==> config.mk <==
export PLATFORM = sky130hd
export DESIGN_NAME = i2c_master_controller
export DESIGN_NICKNAME = d
export VERILOG_FILES = /design/src/i2cm_pkg.sv /design/src/i2c_master_controller.sv /design/src/i2cm_qtr_div.sv /design/src/i2cm_buf2.sv
export SDC_FILE = /design/constraint.sdc
export NUM_CORES = 1
export LEC_CHECK = 0
export ABC_AREA = 1
export BUFFER_PORTS_ARGS = -buffer_cell sky130_fd_sc_hd__buf_2
export CAP_MARGIN = 30
export CORE_MARGIN = 1.5
export CORE_UTILIZATION = 54
export DETAILED_ROUTE_END_ITERATION = 8
export PLACE_DENSITY = 0.81
export SYNTH_ARGS = -nofsm -noshare
export SYNTH_HDL_FRONTEND = slang
export SYNTH_SLANG_ARGS = --single-unit
==> constraint.sdc <==
create_clock -name CLK_SYS_I -period 2.18 [get_ports CLK_SYS_I]
set_input_delay 0.436 -clock CLK_SYS_I [delete_from_list [all_inputs] [get_ports CLK_SYS_I]]
set_output_delay 0.436 -clock CLK_SYS_I [all_outputs]
set_load 0.005 [all_outputs]
==> src/i2cm_pkg.sv <==
// constants, register map and engine states of the two-wire bus master
// assumes an 8-bit special function register bus and 25 MHz system clock
package i2cm_pkg;

  // ****************************************
  // register offsets
  // ****************************************
  localparam logic [7:0] ADR_IE1  = 8'ha9;
  localparam logic [7:0] ADR_PSEL = 8'hb7;
  localparam logic [7:0] ADR_CTL  = 8'he1;
  localparam logic [7:0] ADR_DAT  = 8'he2;

  // ****************************************
  // field positions
  // ****************************************
  localparam int B_IRQEN  = 4;
  localparam int B_SDASEL = 7;
  localparam int B_SCLSEL = 6;
  localparam int B_EN     = 7;
  localparam int B_ACKO   = 6;
  localparam int B_FLAG   = 5;
  localparam int B_ACKI   = 4;
  localparam int B_START  = 3;
  localparam int B_STOP   = 2;
  localparam int B_DIV    = 0;

  // ****************************************
  // reset values and masks
  // ****************************************
  localparam logic [7:0] RST_IE1  = 8'h00;
  localparam logic [7:0] RST_PSEL = 8'h00;
  localparam logic [7:0] RST_CTL  = 8'h04;
  localparam logic [7:0] RST_DAT  = 8'h00;
  localparam logic [7:0] IE1_MASK = 8'hbf;

  // ****************************************
  // pin modes and divider codes
  // ****************************************
  localparam logic [1:0] PIN_MODE_OD = 2'h0;
  localparam logic [1:0] PIN_MODE_PP = 2'h2;
  localparam logic [1:0] DIV_SEL_4   = 2'h0;
  localparam logic [1:0] DIV_SEL_16  = 2'h1;
  localparam logic [1:0] DIV_SEL_64  = 2'h2;
  localparam logic [5:0] QTR_RLD_4   = 6'h00;
  localparam logic [5:0] QTR_RLD_16  = 6'h03;
  localparam logic [5:0] QTR_RLD_64  = 6'h0f;
  localparam logic [5:0] QTR_RLD_256 = 6'h3f;
  localparam logic [2:0] BIT_LAST    = 3'h7;
  localparam logic [1:0] PH_LAST     = 2'h3;

  typedef enum logic [6:0] {
    ST_IDLE  = 7'h01,
    ST_START = 7'h02,
    ST_BITS  = 7'h04,
    ST_ACK   = 7'h08,
    ST_PUSH  = 7'h10,
    ST_HOLD  = 7'h20,
    ST_STOP  = 7'h40
  } eng_st_t;

endpackage

==> src/i2c_master_controller.sv <==
// two-wire bus master reached through special function registers
// assumes sfr strobes on the system clock; pin levels are asynchronous
`timescale 1ns/1ns
module i2c_master_controller (
  input  wire logic       CLK_SYS_I,
  input  wire logic       RESETN_I,
  input  wire logic [7:0] SFR_ADDR_I,
  input  wire logic       SFR_WR_I,
  input  wire logic       SFR_RD_I,
  input  wire logic [7:0] SFR_WDATA_I,
  output logic      [7:0] SFR_RDATA_O,
  output logic            IRQ_O,
  input  wire logic [1:0] P1_MODE3_I,
  input  wire logic [1:0] P1_MODE6_I,
  input  wire logic [1:0] P3_MODE5_I,
  input  wire logic       P0_OE2_I,
  input  wire logic       P16_DATA_I,
  input  wire logic       P35_DATA_I,
  input  wire logic       P35_SDA_I,
  input  wire logic       P16_SDA_I,
  output logic            P35_SDA_O,
  output logic            P35_SDA_OE_O,
  output logic            P16_SDA_O,
  output logic            P16_SDA_OE_O,
  output logic            P13_SCL_O,
  output logic            P13_SCL_OE_O,
  output logic            P02_SCL_O,
  output logic            P02_SCL_OE_O
);
  import i2cm_pkg::*;

  // ****************************************
  // state
  // ****************************************
  typedef struct packed {
    logic [7:0] ie1;
    logic [7:0] psel;
    logic       en;
    logic       acko;
    logic       flag;
    logic       acki;
    logic       start;
    logic       stop;
    logic [1:0] div;
    logic [7:0] dat;
    logic [7:0] rdata;
    logic       irq;
    eng_st_t    st;
    logic [1:0] ph;
    logic [2:0] bits;
    logic [7:0] sh;
    logic       rxm;
    logic       dir;
    logic       addr;
    logic       scl;
    logic       sda;
    logic       sda_m;
    logic       sda_s;
    logic       start_d;
    logic       push;
    logic [7:0] pins;
  } top_state_t;

  top_state_t s_ff, nxt_s;

  logic       tick;
  logic       in_ready;
  logic       out_valid;
  logic       out_ready;
  logic [7:0] out_data;
  logic       wr_ctl;
  logic       wr_dat;
  logic       rd_dat;

  function automatic logic [7:0] reg_read(input top_state_t s, input logic [7:0] a);
    logic [7:0] v;
    v = 8'h00;
    unique case (a)
      ADR_IE1:  v = s.ie1 & IE1_MASK;
      ADR_PSEL: v = s.psel;
      ADR_CTL:  v = {s.en, s.acko, s.flag, s.acki, s.start, s.stop, s.div};
      ADR_DAT:  v = s.dat;
      default:  v = 8'h00;
    endcase
    return v;
  endfunction

  // ****************************************
  // sub blocks
  // ****************************************
  i2cm_qtr_div u_div (
    .clk_i   (CLK_SYS_I),
    .rst_n_i (RESETN_I),
    .run_i   (s_ff.en),
    .sel_i   (s_ff.div),
    .tick_o  (tick)
  );

  // received bytes wait here until software has taken the previous one
  assign out_ready = !s_ff.flag;

  i2cm_buf2 #(
    .W (8)
  ) u_rxbuf (
    .clk_i       (CLK_SYS_I),
    .rst_n_i     (RESETN_I),
    .in_valid_i  (s_ff.push),
    .in_ready_o  (in_ready),
    .in_data_i   (s_ff.sh),
    .out_valid_o (out_valid),
    .out_ready_i (out_ready),
    .out_data_o  (out_data)
  );

  // ****************************************
  // next state
  // ****************************************
  always_comb begin
    nxt_s  = s_ff;
    wr_ctl = SFR_WR_I && (SFR_ADDR_I == ADR_CTL);
    wr_dat = SFR_WR_I && (SFR_ADDR_I == ADR_DAT);
    rd_dat = SFR_RD_I && (SFR_ADDR_I == ADR_DAT);

    // input synchroniser for the selected data pin
    nxt_s.sda_m = s_ff.psel[B_SDASEL] ? P16_SDA_I : P35_SDA_I;
    nxt_s.sda_s = s_ff.sda_m;
    nxt_s.start_d = s_ff.start;

    // register writes
    if (SFR_WR_I && (SFR_ADDR_I == ADR_IE1)) begin
      nxt_s.ie1 = SFR_WDATA_I & IE1_MASK;
    end
    if (SFR_WR_I && (SFR_ADDR_I == ADR_PSEL)) begin
      nxt_s.psel = SFR_WDATA_I;
    end
    if (wr_ctl) begin
      nxt_s.en    = SFR_WDATA_I[B_EN];
      nxt_s.acko  = SFR_WDATA_I[B_ACKO];
      nxt_s.start = SFR_WDATA_I[B_START];
      nxt_s.stop  = SFR_WDATA_I[B_STOP];
      nxt_s.div   = SFR_WDATA_I[B_DIV+1:B_DIV];
      if (!SFR_WDATA_I[B_FLAG]) begin
        nxt_s.flag = 1'b0;
      end
    end
    if (wr_dat) begin
      nxt_s.dat = SFR_WDATA_I;
    end
    if (SFR_RD_I) begin
      nxt_s.rdata = reg_read(s_ff, SFR_ADDR_I);
    end

    // a received byte moves into the data register and raises the flag
    if (out_valid && out_ready) begin
      nxt_s.dat  = out_data;
      nxt_s.flag = 1'b1;
    end
    nxt_s.push = s_ff.push && !in_ready;

    // ****************************************
    // bus engine
    // ****************************************
    if (!s_ff.en) begin
      nxt_s.st   = ST_IDLE;
      nxt_s.scl  = 1'b1;
      nxt_s.sda  = 1'b1;
      nxt_s.ph   = 2'h0;
      nxt_s.push = 1'b0;
    end else begin
      unique case (s_ff.st)
        ST_IDLE: begin
          nxt_s.scl = 1'b1;
          nxt_s.sda = 1'b1;
          nxt_s.ph  = 2'h0;
          if (s_ff.start && !s_ff.start_d) begin
            nxt_s.st   = ST_START;
            nxt_s.sh   = s_ff.dat;
            nxt_s.dir  = s_ff.dat[0];
            nxt_s.addr = 1'b1;
            nxt_s.rxm  = 1'b0;
          end
        end
        ST_START: begin
          if (tick) begin
            nxt_s.ph = s_ff.ph + 2'h1;
            if (s_ff.ph == 2'h1) begin
              nxt_s.sda = 1'b0;
            end
            if (s_ff.ph == 2'h2) begin
              nxt_s.scl  = 1'b0;
              nxt_s.st   = ST_BITS;
              nxt_s.ph   = 2'h0;
              nxt_s.bits = BIT_LAST;
            end
          end
        end
        ST_BITS: begin
          if (tick) begin
            nxt_s.ph = s_ff.ph + 2'h1;
            unique case (s_ff.ph)
              2'h0: nxt_s.sda = s_ff.rxm ? 1'b1 : s_ff.sh[7];
              2'h1: nxt_s.scl = 1'b1;
              2'h2: nxt_s.scl = 1'b1;
              default: begin
                // sample late: the synchroniser trails the line by two cycles
                nxt_s.sh  = {s_ff.sh[6:0], s_ff.sda_s};
                nxt_s.scl = 1'b0;
                if (s_ff.bits == 3'h0) begin
                  nxt_s.st = ST_ACK;
                end else begin
                  nxt_s.bits = s_ff.bits - 3'h1;
                end
              end
            endcase
          end
        end
        ST_ACK: begin
          if (tick) begin
            nxt_s.ph = s_ff.ph + 2'h1;
            unique case (s_ff.ph)
              2'h0: nxt_s.sda = s_ff.rxm ? s_ff.acko : 1'b1;
              2'h1: nxt_s.scl = 1'b1;
              2'h2: nxt_s.scl = 1'b1;
              default: begin
                if (!s_ff.rxm) begin
                  nxt_s.acki = s_ff.sda_s;
                end
                nxt_s.scl  = 1'b0;
                nxt_s.addr = 1'b0;
                if (s_ff.rxm) begin
                  nxt_s.push = 1'b1;
                  nxt_s.st   = ST_PUSH;
                end else begin
                  nxt_s.flag = 1'b1;
                  nxt_s.st   = ST_HOLD;
                  if (s_ff.addr) begin
                    nxt_s.rxm = s_ff.dir;
                  end
                end
              end
            endcase
          end
        end
        ST_PUSH: begin
          // engine stalls until the buffer has taken the byte
          if (!s_ff.push) begin
            nxt_s.st = ST_HOLD;
          end
        end
        ST_HOLD: begin
          nxt_s.ph = 2'h0;
          if (tick && s_ff.ph == 2'h0) begin
            nxt_s.sda = 1'b1;
          end
          if (s_ff.stop) begin
            nxt_s.st  = ST_STOP;
            nxt_s.sda = 1'b0;
          end else if (wr_dat && !s_ff.rxm) begin
            nxt_s.sh   = SFR_WDATA_I;
            nxt_s.st   = ST_BITS;
            nxt_s.bits = BIT_LAST;
          end else if (rd_dat && s_ff.rxm) begin
            nxt_s.st   = ST_BITS;
            nxt_s.bits = BIT_LAST;
          end
        end
        ST_STOP: begin
          if (tick) begin
            nxt_s.ph = s_ff.ph + 2'h1;
            unique case (s_ff.ph)
              2'h0: nxt_s.sda = 1'b0;
              2'h1: nxt_s.scl = 1'b1;
              2'h2: nxt_s.sda = 1'b1;
              default: nxt_s.st = ST_IDLE;
            endcase
          end
        end
        default: nxt_s.st = ST_IDLE;
      endcase
    end

    // interrupt request
    nxt_s.irq = nxt_s.flag && nxt_s.ie1[B_IRQEN];

    // ****************************************
    // pin drive
    // ****************************************
    nxt_s.pins = 8'h00;
    if (s_ff.en) begin
      if (s_ff.psel[B_SCLSEL]) begin
        // port 0 clock pin
        nxt_s.pins[1] = P0_OE2_I ? s_ff.scl : 1'b0;
        nxt_s.pins[0] = P0_OE2_I ? 1'b1 : !s_ff.scl;
      end else if (P1_MODE3_I == PIN_MODE_PP) begin
        nxt_s.pins[3] = s_ff.scl;
        nxt_s.pins[2] = 1'b1;
      end else if (P1_MODE3_I == PIN_MODE_OD) begin
        nxt_s.pins[3] = 1'b0;
        nxt_s.pins[2] = !s_ff.scl;
      end
      if (s_ff.psel[B_SDASEL]) begin
        if (P1_MODE6_I == PIN_MODE_OD && P16_DATA_I) begin
          nxt_s.pins[4] = !s_ff.sda;
        end
      end else if (P3_MODE5_I == PIN_MODE_OD && P35_DATA_I) begin
        nxt_s.pins[6] = !s_ff.sda;
      end
    end
  end

  // ****************************************
  // registers
  // ****************************************
  always_ff @(posedge CLK_SYS_I or negedge RESETN_I) begin
    if (!RESETN_I) begin
      s_ff       <= '0;
      s_ff.ie1   <= RST_IE1;
      s_ff.psel  <= RST_PSEL;
      s_ff.stop  <= RST_CTL[B_STOP];
      s_ff.dat   <= RST_DAT;
      s_ff.st    <= ST_IDLE;
      s_ff.scl   <= 1'b1;
      s_ff.sda   <= 1'b1;
      s_ff.sda_m <= 1'b1;
      s_ff.sda_s <= 1'b1;
    end else begin
      s_ff <= nxt_s;
    end
  end

  // ****************************************
  // outputs
  // ****************************************
  assign SFR_RDATA_O  = s_ff.rdata;
  assign IRQ_O        = s_ff.irq;
  assign P02_SCL_OE_O = s_ff.pins[0];
  assign P02_SCL_O    = s_ff.pins[1];
  assign P13_SCL_OE_O = s_ff.pins[2];
  assign P13_SCL_O    = s_ff.pins[3];
  assign P16_SDA_OE_O = s_ff.pins[4];
  assign P16_SDA_O    = s_ff.pins[5];
  assign P35_SDA_OE_O = s_ff.pins[6];
  assign P35_SDA_O    = s_ff.pins[7];
endmodule

==> src/i2cm_qtr_div.sv <==
// quarter bit tick generator for the bus clock
// assumes the select code comes from a register on the same clock
`timescale 1ns/1ns
module i2cm_qtr_div (
  input  wire logic       clk_i,
  input  wire logic       rst_n_i,
  input  wire logic       run_i,
  input  wire logic [1:0] sel_i,
  output logic            tick_o
);
  import i2cm_pkg::*;

  typedef struct packed {
    logic [5:0] cnt;
    logic       tick;
  } div_state_t;

  div_state_t s_ff, nxt_s;
  logic [5:0] rld;

  // four ticks per bus clock period
  always_comb begin
    unique case (sel_i)
      DIV_SEL_4:  rld = QTR_RLD_4;
      DIV_SEL_16: rld = QTR_RLD_16;
      DIV_SEL_64: rld = QTR_RLD_64;
      default:    rld = QTR_RLD_256;
    endcase
    nxt_s = s_ff;
    nxt_s.tick = 1'b0;
    if (!run_i) begin
      nxt_s.cnt = rld;
    end else if (s_ff.cnt == 6'h00) begin
      nxt_s.cnt  = rld;
      nxt_s.tick = 1'b1;
    end else begin
      nxt_s.cnt = s_ff.cnt - 6'h01;
    end
  end

  always_ff @(posedge clk_i or negedge rst_n_i) begin
    if (!rst_n_i) begin
      s_ff <= '0;
    end else begin
      s_ff <= nxt_s;
    end
  end

  assign tick_o = s_ff.tick;
endmodule

==> src/i2cm_buf2.sv <==
// two-entry buffer with valid and ready on both sides
// assumes both sides run on the same clock
`timescale 1ns/1ns
module i2cm_buf2 #(
  parameter int W = 8
) (
  input  wire logic         clk_i,
  input  wire logic         rst_n_i,
  input  wire logic         in_valid_i,
  output logic              in_ready_o,
  input  wire logic [W-1:0] in_data_i,
  output logic              out_valid_o,
  input  wire logic         out_ready_i,
  output logic [W-1:0]      out_data_o
);
  typedef struct packed {
    logic [1:0][W-1:0] ent;
    logic [1:0]        cnt;
  } buf_state_t;

  buf_state_t s_ff, nxt_s;
  logic       push;
  logic       pop;

  always_comb begin
    push  = in_valid_i && (s_ff.cnt != 2'h2);
    pop   = out_ready_i && (s_ff.cnt != 2'h0);
    nxt_s = s_ff;
    if (pop) begin
      nxt_s.ent[0] = s_ff.ent[1];
    end
    if (push) begin
      nxt_s.ent[(pop ? s_ff.cnt - 2'h1 : s_ff.cnt) != 2'h0] = in_data_i;
    end
    nxt_s.cnt = s_ff.cnt + {1'b0, push} - {1'b0, pop};
  end

  always_ff @(posedge clk_i or negedge rst_n_i) begin
    if (!rst_n_i) begin
      s_ff <= '0;
    end else begin
      s_ff <= nxt_s;
    end
  end

  assign in_ready_o  = s_ff.cnt != 2'h2;
  assign out_valid_o = s_ff.cnt != 2'h0;
  assign out_data_o  = s_ff.ent[0];
endmodule

# Yosys cells after proc, flatten, opt, wreduce, memory -nomap -nowiden

Cells that the tools add are included.

Add/sub/neg operators: 6
$lt $le $gt $ge: 2
Equality and inequality tests: 49
Multiplexer cells: 94
Bitwise gates (word level): 2
Reduce and logical (&&, ||, !) cells: 47

Operators with widths:

| cell                                           | count |
|---|---|
| two-way mux 7 bit                              | 9 |
| case mux 7 bit (7 select lines)                | 1 |
| two-way mux 8 bit                              | 6 |
| != test 3 bit (second input constant)          | 12 |
| two-way mux 1 bit                              | 35 |
| two-way mux 11 bit                             | 3 |
| equality test 8 bit (second input constant)    | 4 |
| case mux 8 bit (4 select lines)                | 1 |
| two-way mux 9 bit                              | 3 |
| two-way mux 12 bit                             | 2 |
| two-way mux 2 bit                              | 12 |
| case mux 8 bit (3 select lines)                | 1 |
| two-way mux 20 bit                             | 1 |
| two-way mux 6 bit                              | 3 |
| case mux 6 bit (3 select lines)                | 1 |
| bitwise mux 16 bit                             | 1 |
| logical AND 1 bit                              | 16 |
| != test 2 bit (second input constant)          | 8 |
| AND reduction 5 bit                            | 3 |
| AND reduction 7 bit                            | 2 |
| two-way mux 3 bit                              | 4 |
| != test 3 x 2 -> 1 bit (second input constant) | 4 |
| AND reduction 12 bit                           | 1 |
| logical NOT 2 bit                              | 5 |
| other kinds (41)                               | 62 |

Register bits: 100
Input bits: 31

# Depth between registers and ports, before layout

Word-level depth: 10
Mapped depth: 12
Mapped depth without buffers: 12

# Hierarchy

Synthesis repeated with hierarchy kept, for this count alone.

Cells, all modules: 761
Area, all modules: 5,908.2 um2

Modules (own cells, without submodules):

| module                | instances | cells an instance | area an instance (um2) |
|---|---|---|---|
| i2c_master_controller | 1         | 584               | 4,496.8 |
| i2cm_buf2             | 1         | 130               | 1,023.5 |
| i2cm_qtr_div          | 1         | 47                | 387.9 |

# Least setup slack after synthesis

OpenSTA, ideal clock, no wires.

Kind: register to register
Start: register u_rxbuf.s_ff[1] in the netlist's numbering
End: register u_rxbuf.s_ff[17] in the netlist's numbering
Library setup time: 0.125 ns
Data arrival time: 1.964 ns
Setup slack: 0.092 ns
Stages on the path, launching flop included: 11
Buffers on the path: 1
Cells stage by stage: dfrtp_1 inv_1 ha_1 nor2_2 clkbuf_1 ha_1 inv_1 nor3_1 inv_1 nand2_1 mux2_2

Longest elaborated chain between the ends: 9
Elaborated cells between the ends (all ways): 13

Ends and longest elaborated chain:

| item                                                                              | line            | source |
|---|---|---|
| start: declaration                                                                | i2cm_buf2.sv:21 | `buf_state_t s_ff, nxt_s;` |
| start signal: assignment                                                          | i2cm_buf2.sv:42 | `s_ff <= nxt_s;` |
| parallel branches: the longest is 9 deep, another holds subtractor 2 x 1 -> 2 bit | --              |  |

Several ways; the timed one is not identified.
A chain may end at the register's enable or synchronous reset.

# Final worst setup path

Start: register s_ff[30] in the netlist's numbering
End: register s_ff[32] in the netlist's numbering

Longest elaborated chain between the ends: 3
Elaborated cells between the ends (all ways): 22

Ends and longest elaborated chain:

| item                                                                              | line                         | source |
|---|---|---|
| start: declaration                                                                | i2c_master_controller.sv:64  | `top_state_t s_ff, nxt_s;` |
| start signal: assignment                                                          | i2c_master_controller.sv:327 | `s_ff <= nxt_s;` |
| equality test 7 x 6 -> 1 bit, or another cell as far along                        | i2c_master_controller.sv:170 | `unique case (s_ff.st)` |
| != test 5 bit (no source line), or another cell as far along                      | --                           |  |
| AND reduction 12 bit (no source line) / two-way mux 9 bit (equally long branches) | --                           |  |

Parallel ways exist; a longest one is shown, timed or not.

==> flow_summary.yaml <==
job:
  max-cap-violations: 0
timing:
  rsz0062_at_grt: "no"
  worst_pin_slew_ns: 0.6519
  hold_viol: 0
  relSlewSlack_pct: 56.54
  fmaxAchievable_ghz: 0.5059
  layout_min_cycle_time_ns: 1.977
  maxSlewViolCount: 0
  setup_tns_ns: 0
  finClkSkew_ns: 0.01397
  min_period_over_period_pct: 90.68
  finalSetupViolCount: 0
setup_path:
  critical-path-top-delay-family: "simple AND/OR/NAND/NOR gates"
  critPathCaptureType: "flip-flop"
  crit_slowest_cell: "dfstp_2"
  setup.worst_path.start_class: "flip-flop"
  max_stage_delay_ns: 0.58
  r2r_start: "s_ff[30]"
  cp_cell_sequence: "inv_1 > nand2_1 > nor2_1 > nand2_2 > nand3_1 > nand2_1 > nand2_1 > nand2_2 > nand3_2 > nand2_1 > nand2_1"
  rrSetupSlack_ns: 0.20
  critical_path_depth: 11
  critPathMaxFanout: 16
  worstPathRequired_ns: 2.46
  crit_start: "s_ff[30]"
  critPathBufInv: 1
  cp.arrival_ns: 2.26
  r2r.worst_path.cells: 11
  crit_top_cell: "nand2_1"
  cp-endpoint: "s_ff[32]"
  rr_endpoint: "s_ff[32]"
  crit_type: "flip-flop to flip-flop"
drt:
  firstDrtPassIters: 5
  drtIter0Drc: 463
  route.detailed.drc: 0
  wl_per_cell_um: 15.51
  drtAntennaViolNets: 0
  viasPerCell: 5.604
  finalWirelength_mm: 14.10
  num_vias: 5094
floorplan:
  die_width_um: 104.3
  die_y_um: 104.3
  num_io_pins: 48
  core_area_um2: 9864
  fp-row-count: 36
  dieArea_um2: 10870
  start_util_pct: 56.15
global_routing:
  track_usage_pct: 26.72
  antenna_found_initial: 0
  grt_max_degree: 50
  grt_pass1_wl_mm: 23.10
  overflow: 0
  grt_pass1_vias: 4884
placement:
  place.gp.congestion: 0.9003
  post-dp-hpwl_mm: 10.56
  portBuffers: 45
logic_synthesis:
  yosysTopAreaCellShare_pct: 42.47
  syn_area_um2: 5539
  async_reset_ff_share_pct: 100.0
  netlist_top_cells_area: "dfrtp_1 (42%), nand2_1 (13%), o21ai_0 (6.7%)"
  seq_area_frac_synth_pct: 45.31
  syn_inst: 725
  synth_warnings: 0
  synth_top_area_cell: "dfrtp_1"
  ys.flop_type: "dfrtp_1"
  synth.distinct_cells: 38
  syn-mean-instance-area_um2: 7.640
  ys_seq_elements: 100
  synth_edf_count: 0
power:
  power.density_nw_per_um2: 833.5
  max-vdd-ir-drop_v: 0.0004311
  leakage_nw: 3.146
clock_tree:
  htree_levels: 3
  clock_latency_ns: 0.40
  cts_tree: "yes"
  numClockSinks: 100
  cts_inserted_buffers: 9
  cts-root-buf: "clkbuf_8"
  path_clk_slew_ns: 0.10
  clock_path_buffers: 2
  ctsHoldBuffers: 0
finish:
  antenna_cells: 0
  final_util_pct: 61.78
  area_delta_synth_final_pct: 10.03
  nNetsFinal: 815
  drive_above_1_share_pct: 15.21
run_status:
  status: "complete, no violations"
worst_hold_path:
  min_path_type: "primary input to asynchronous set/reset pin"
stage by stage:
step	area (µm²)	hold slack [ns]	power (mW)	setup slack [ns]	instances
after floorplan	5543	0.1404	3.456	0.09173	726
after global placement	5901	0.3522	3.832	0.2346	893
after detailed placement	5901	0.3508	3.910	0.1353	893
after CTS	6092	0.08034	5.082	0.1259	909
after global routing	6095	0.1057	5.408	0.02417	909
final	6095	0.05764	5.080	0.2031	909
placed cells by master, fill, tap and decap left out, types with 2 or more instances in the layout:
cell        n
nor2_1     55
nor4_1      2
o211ai_1    7
nand3_1    61
buf_2      44
nand2_1   198
nor3_1      7
dfstp_2     6
nand2_2     9
o21ai_2     2
inv_6       4
buf_4      15
a21oi_1    10
clkinv_1    2
conb_1      2
nor2_2     10
xnor2_1     3
nand4_1    13
inv_1      90
inv_2       2
nor2_4      6
xor2_1      4
mux2_2      2
ha_1       13
a31oi_1    10
clkbuf_8    9
o21ai_0    74
o22ai_1     6
dfrtp_1    94
o21ai_1     3
nand3b_1    3
cells by family after synthesis:
logic type,share of synthesized area (%)
simple gates,29.50
mux,0.4066
buf+inv,9.284
flops,45.31
other cells,0.06770
xor+xnor,1.107
fa+ha+maj,2.937
compound gates,11.38
timing repair:
action | CTS | global route
buffers inserted | 0 | 0
resized for setup | 0 | 1
setup endpoints to repair | 0 | 5
worst register-to-register path: cells and delay by family (launching register included):
kind,cells,cell delay (ns)
AND/OR/NAND/NOR,10,1.24
flip-flops,1,0.58
buffers and inverters,1,0.06
flip-flops by register name, indices dropped and copies added (netlist names), 2 cells and up:
name	flops
u_div.s_ff	6
s_ff	58
u_rxbuf.s_ff	10
nxt_s	2
SFR_RDATA_O	8
u_rxbuf.out_data_o	8
cell usage after synthesis, types with 4 or more instances:
cell      instances
nand2_1         199
clkbuf_1          5
dfstp_2           6
a21oi_1          10
ha_1             13
inv_1            90
nor2_2           10
nor2_1           55
nand2_2           8
nand4_1          13
buf_2             6
o211ai_1          7
o21ai_0          74
nand3_1          61
a31oi_1          10
dfrtp_1          94
o22ai_1           6
xor2_1            4
buf_4            13
nor2_4            6
nor3_1            7
final cells by class:
cell class | count | area (µm²)
inverters | 94 | 352.8
multi-input cells | 506 | 2521
repair buffers | 60 | 352.8
clock inverters | 7 | 67.56
clock buffers | 9 | 123.9
fillers | 868 | 3770
well taps | 133 | 166.4
flip-flops and latches | 100 | 2510
power breakdown:
part           total (mW)  internal, mW  switching (mW)
sequential           2.26          2.10           0.158
combinational        1.63         0.538            1.09
clock                1.19         0.447           0.740
routing by layer:
| metal | global-route usage (%) | vias up | routed length, µm |
|---|---|---|---|
| met1 | 33.56 | 2383 | 5625 |
| li1 | - | 2417 | - |
| met5 | 0 | - | 0 |
| met4 | 11.71 | 0 | 488 |
| met2 | 43.84 | 245 | 6792 |
| met3 | 6.328 | 49 | 1195 |
worst min-delay path by stage:
stage | start | to | slack [ns] | depth (start not counted)
floorplan | RESETN_I | IRQ_O | 0.14 | 0
global placement | nxt_s[10] | s_ff[10] | 0.35 | 0
detailed placement | nxt_s[10] | s_ff[10] | 0.35 | 0
CTS | RESETN_I | s_ff[16] | 0.08 | 1
global route | RESETN_I | P16_SDA_OE_O | 0.11 | 1
finish | RESETN_I | P16_SDA_OE_O | 0.06 | 1
Note: power is estimated with default switching activity, not from simulation.
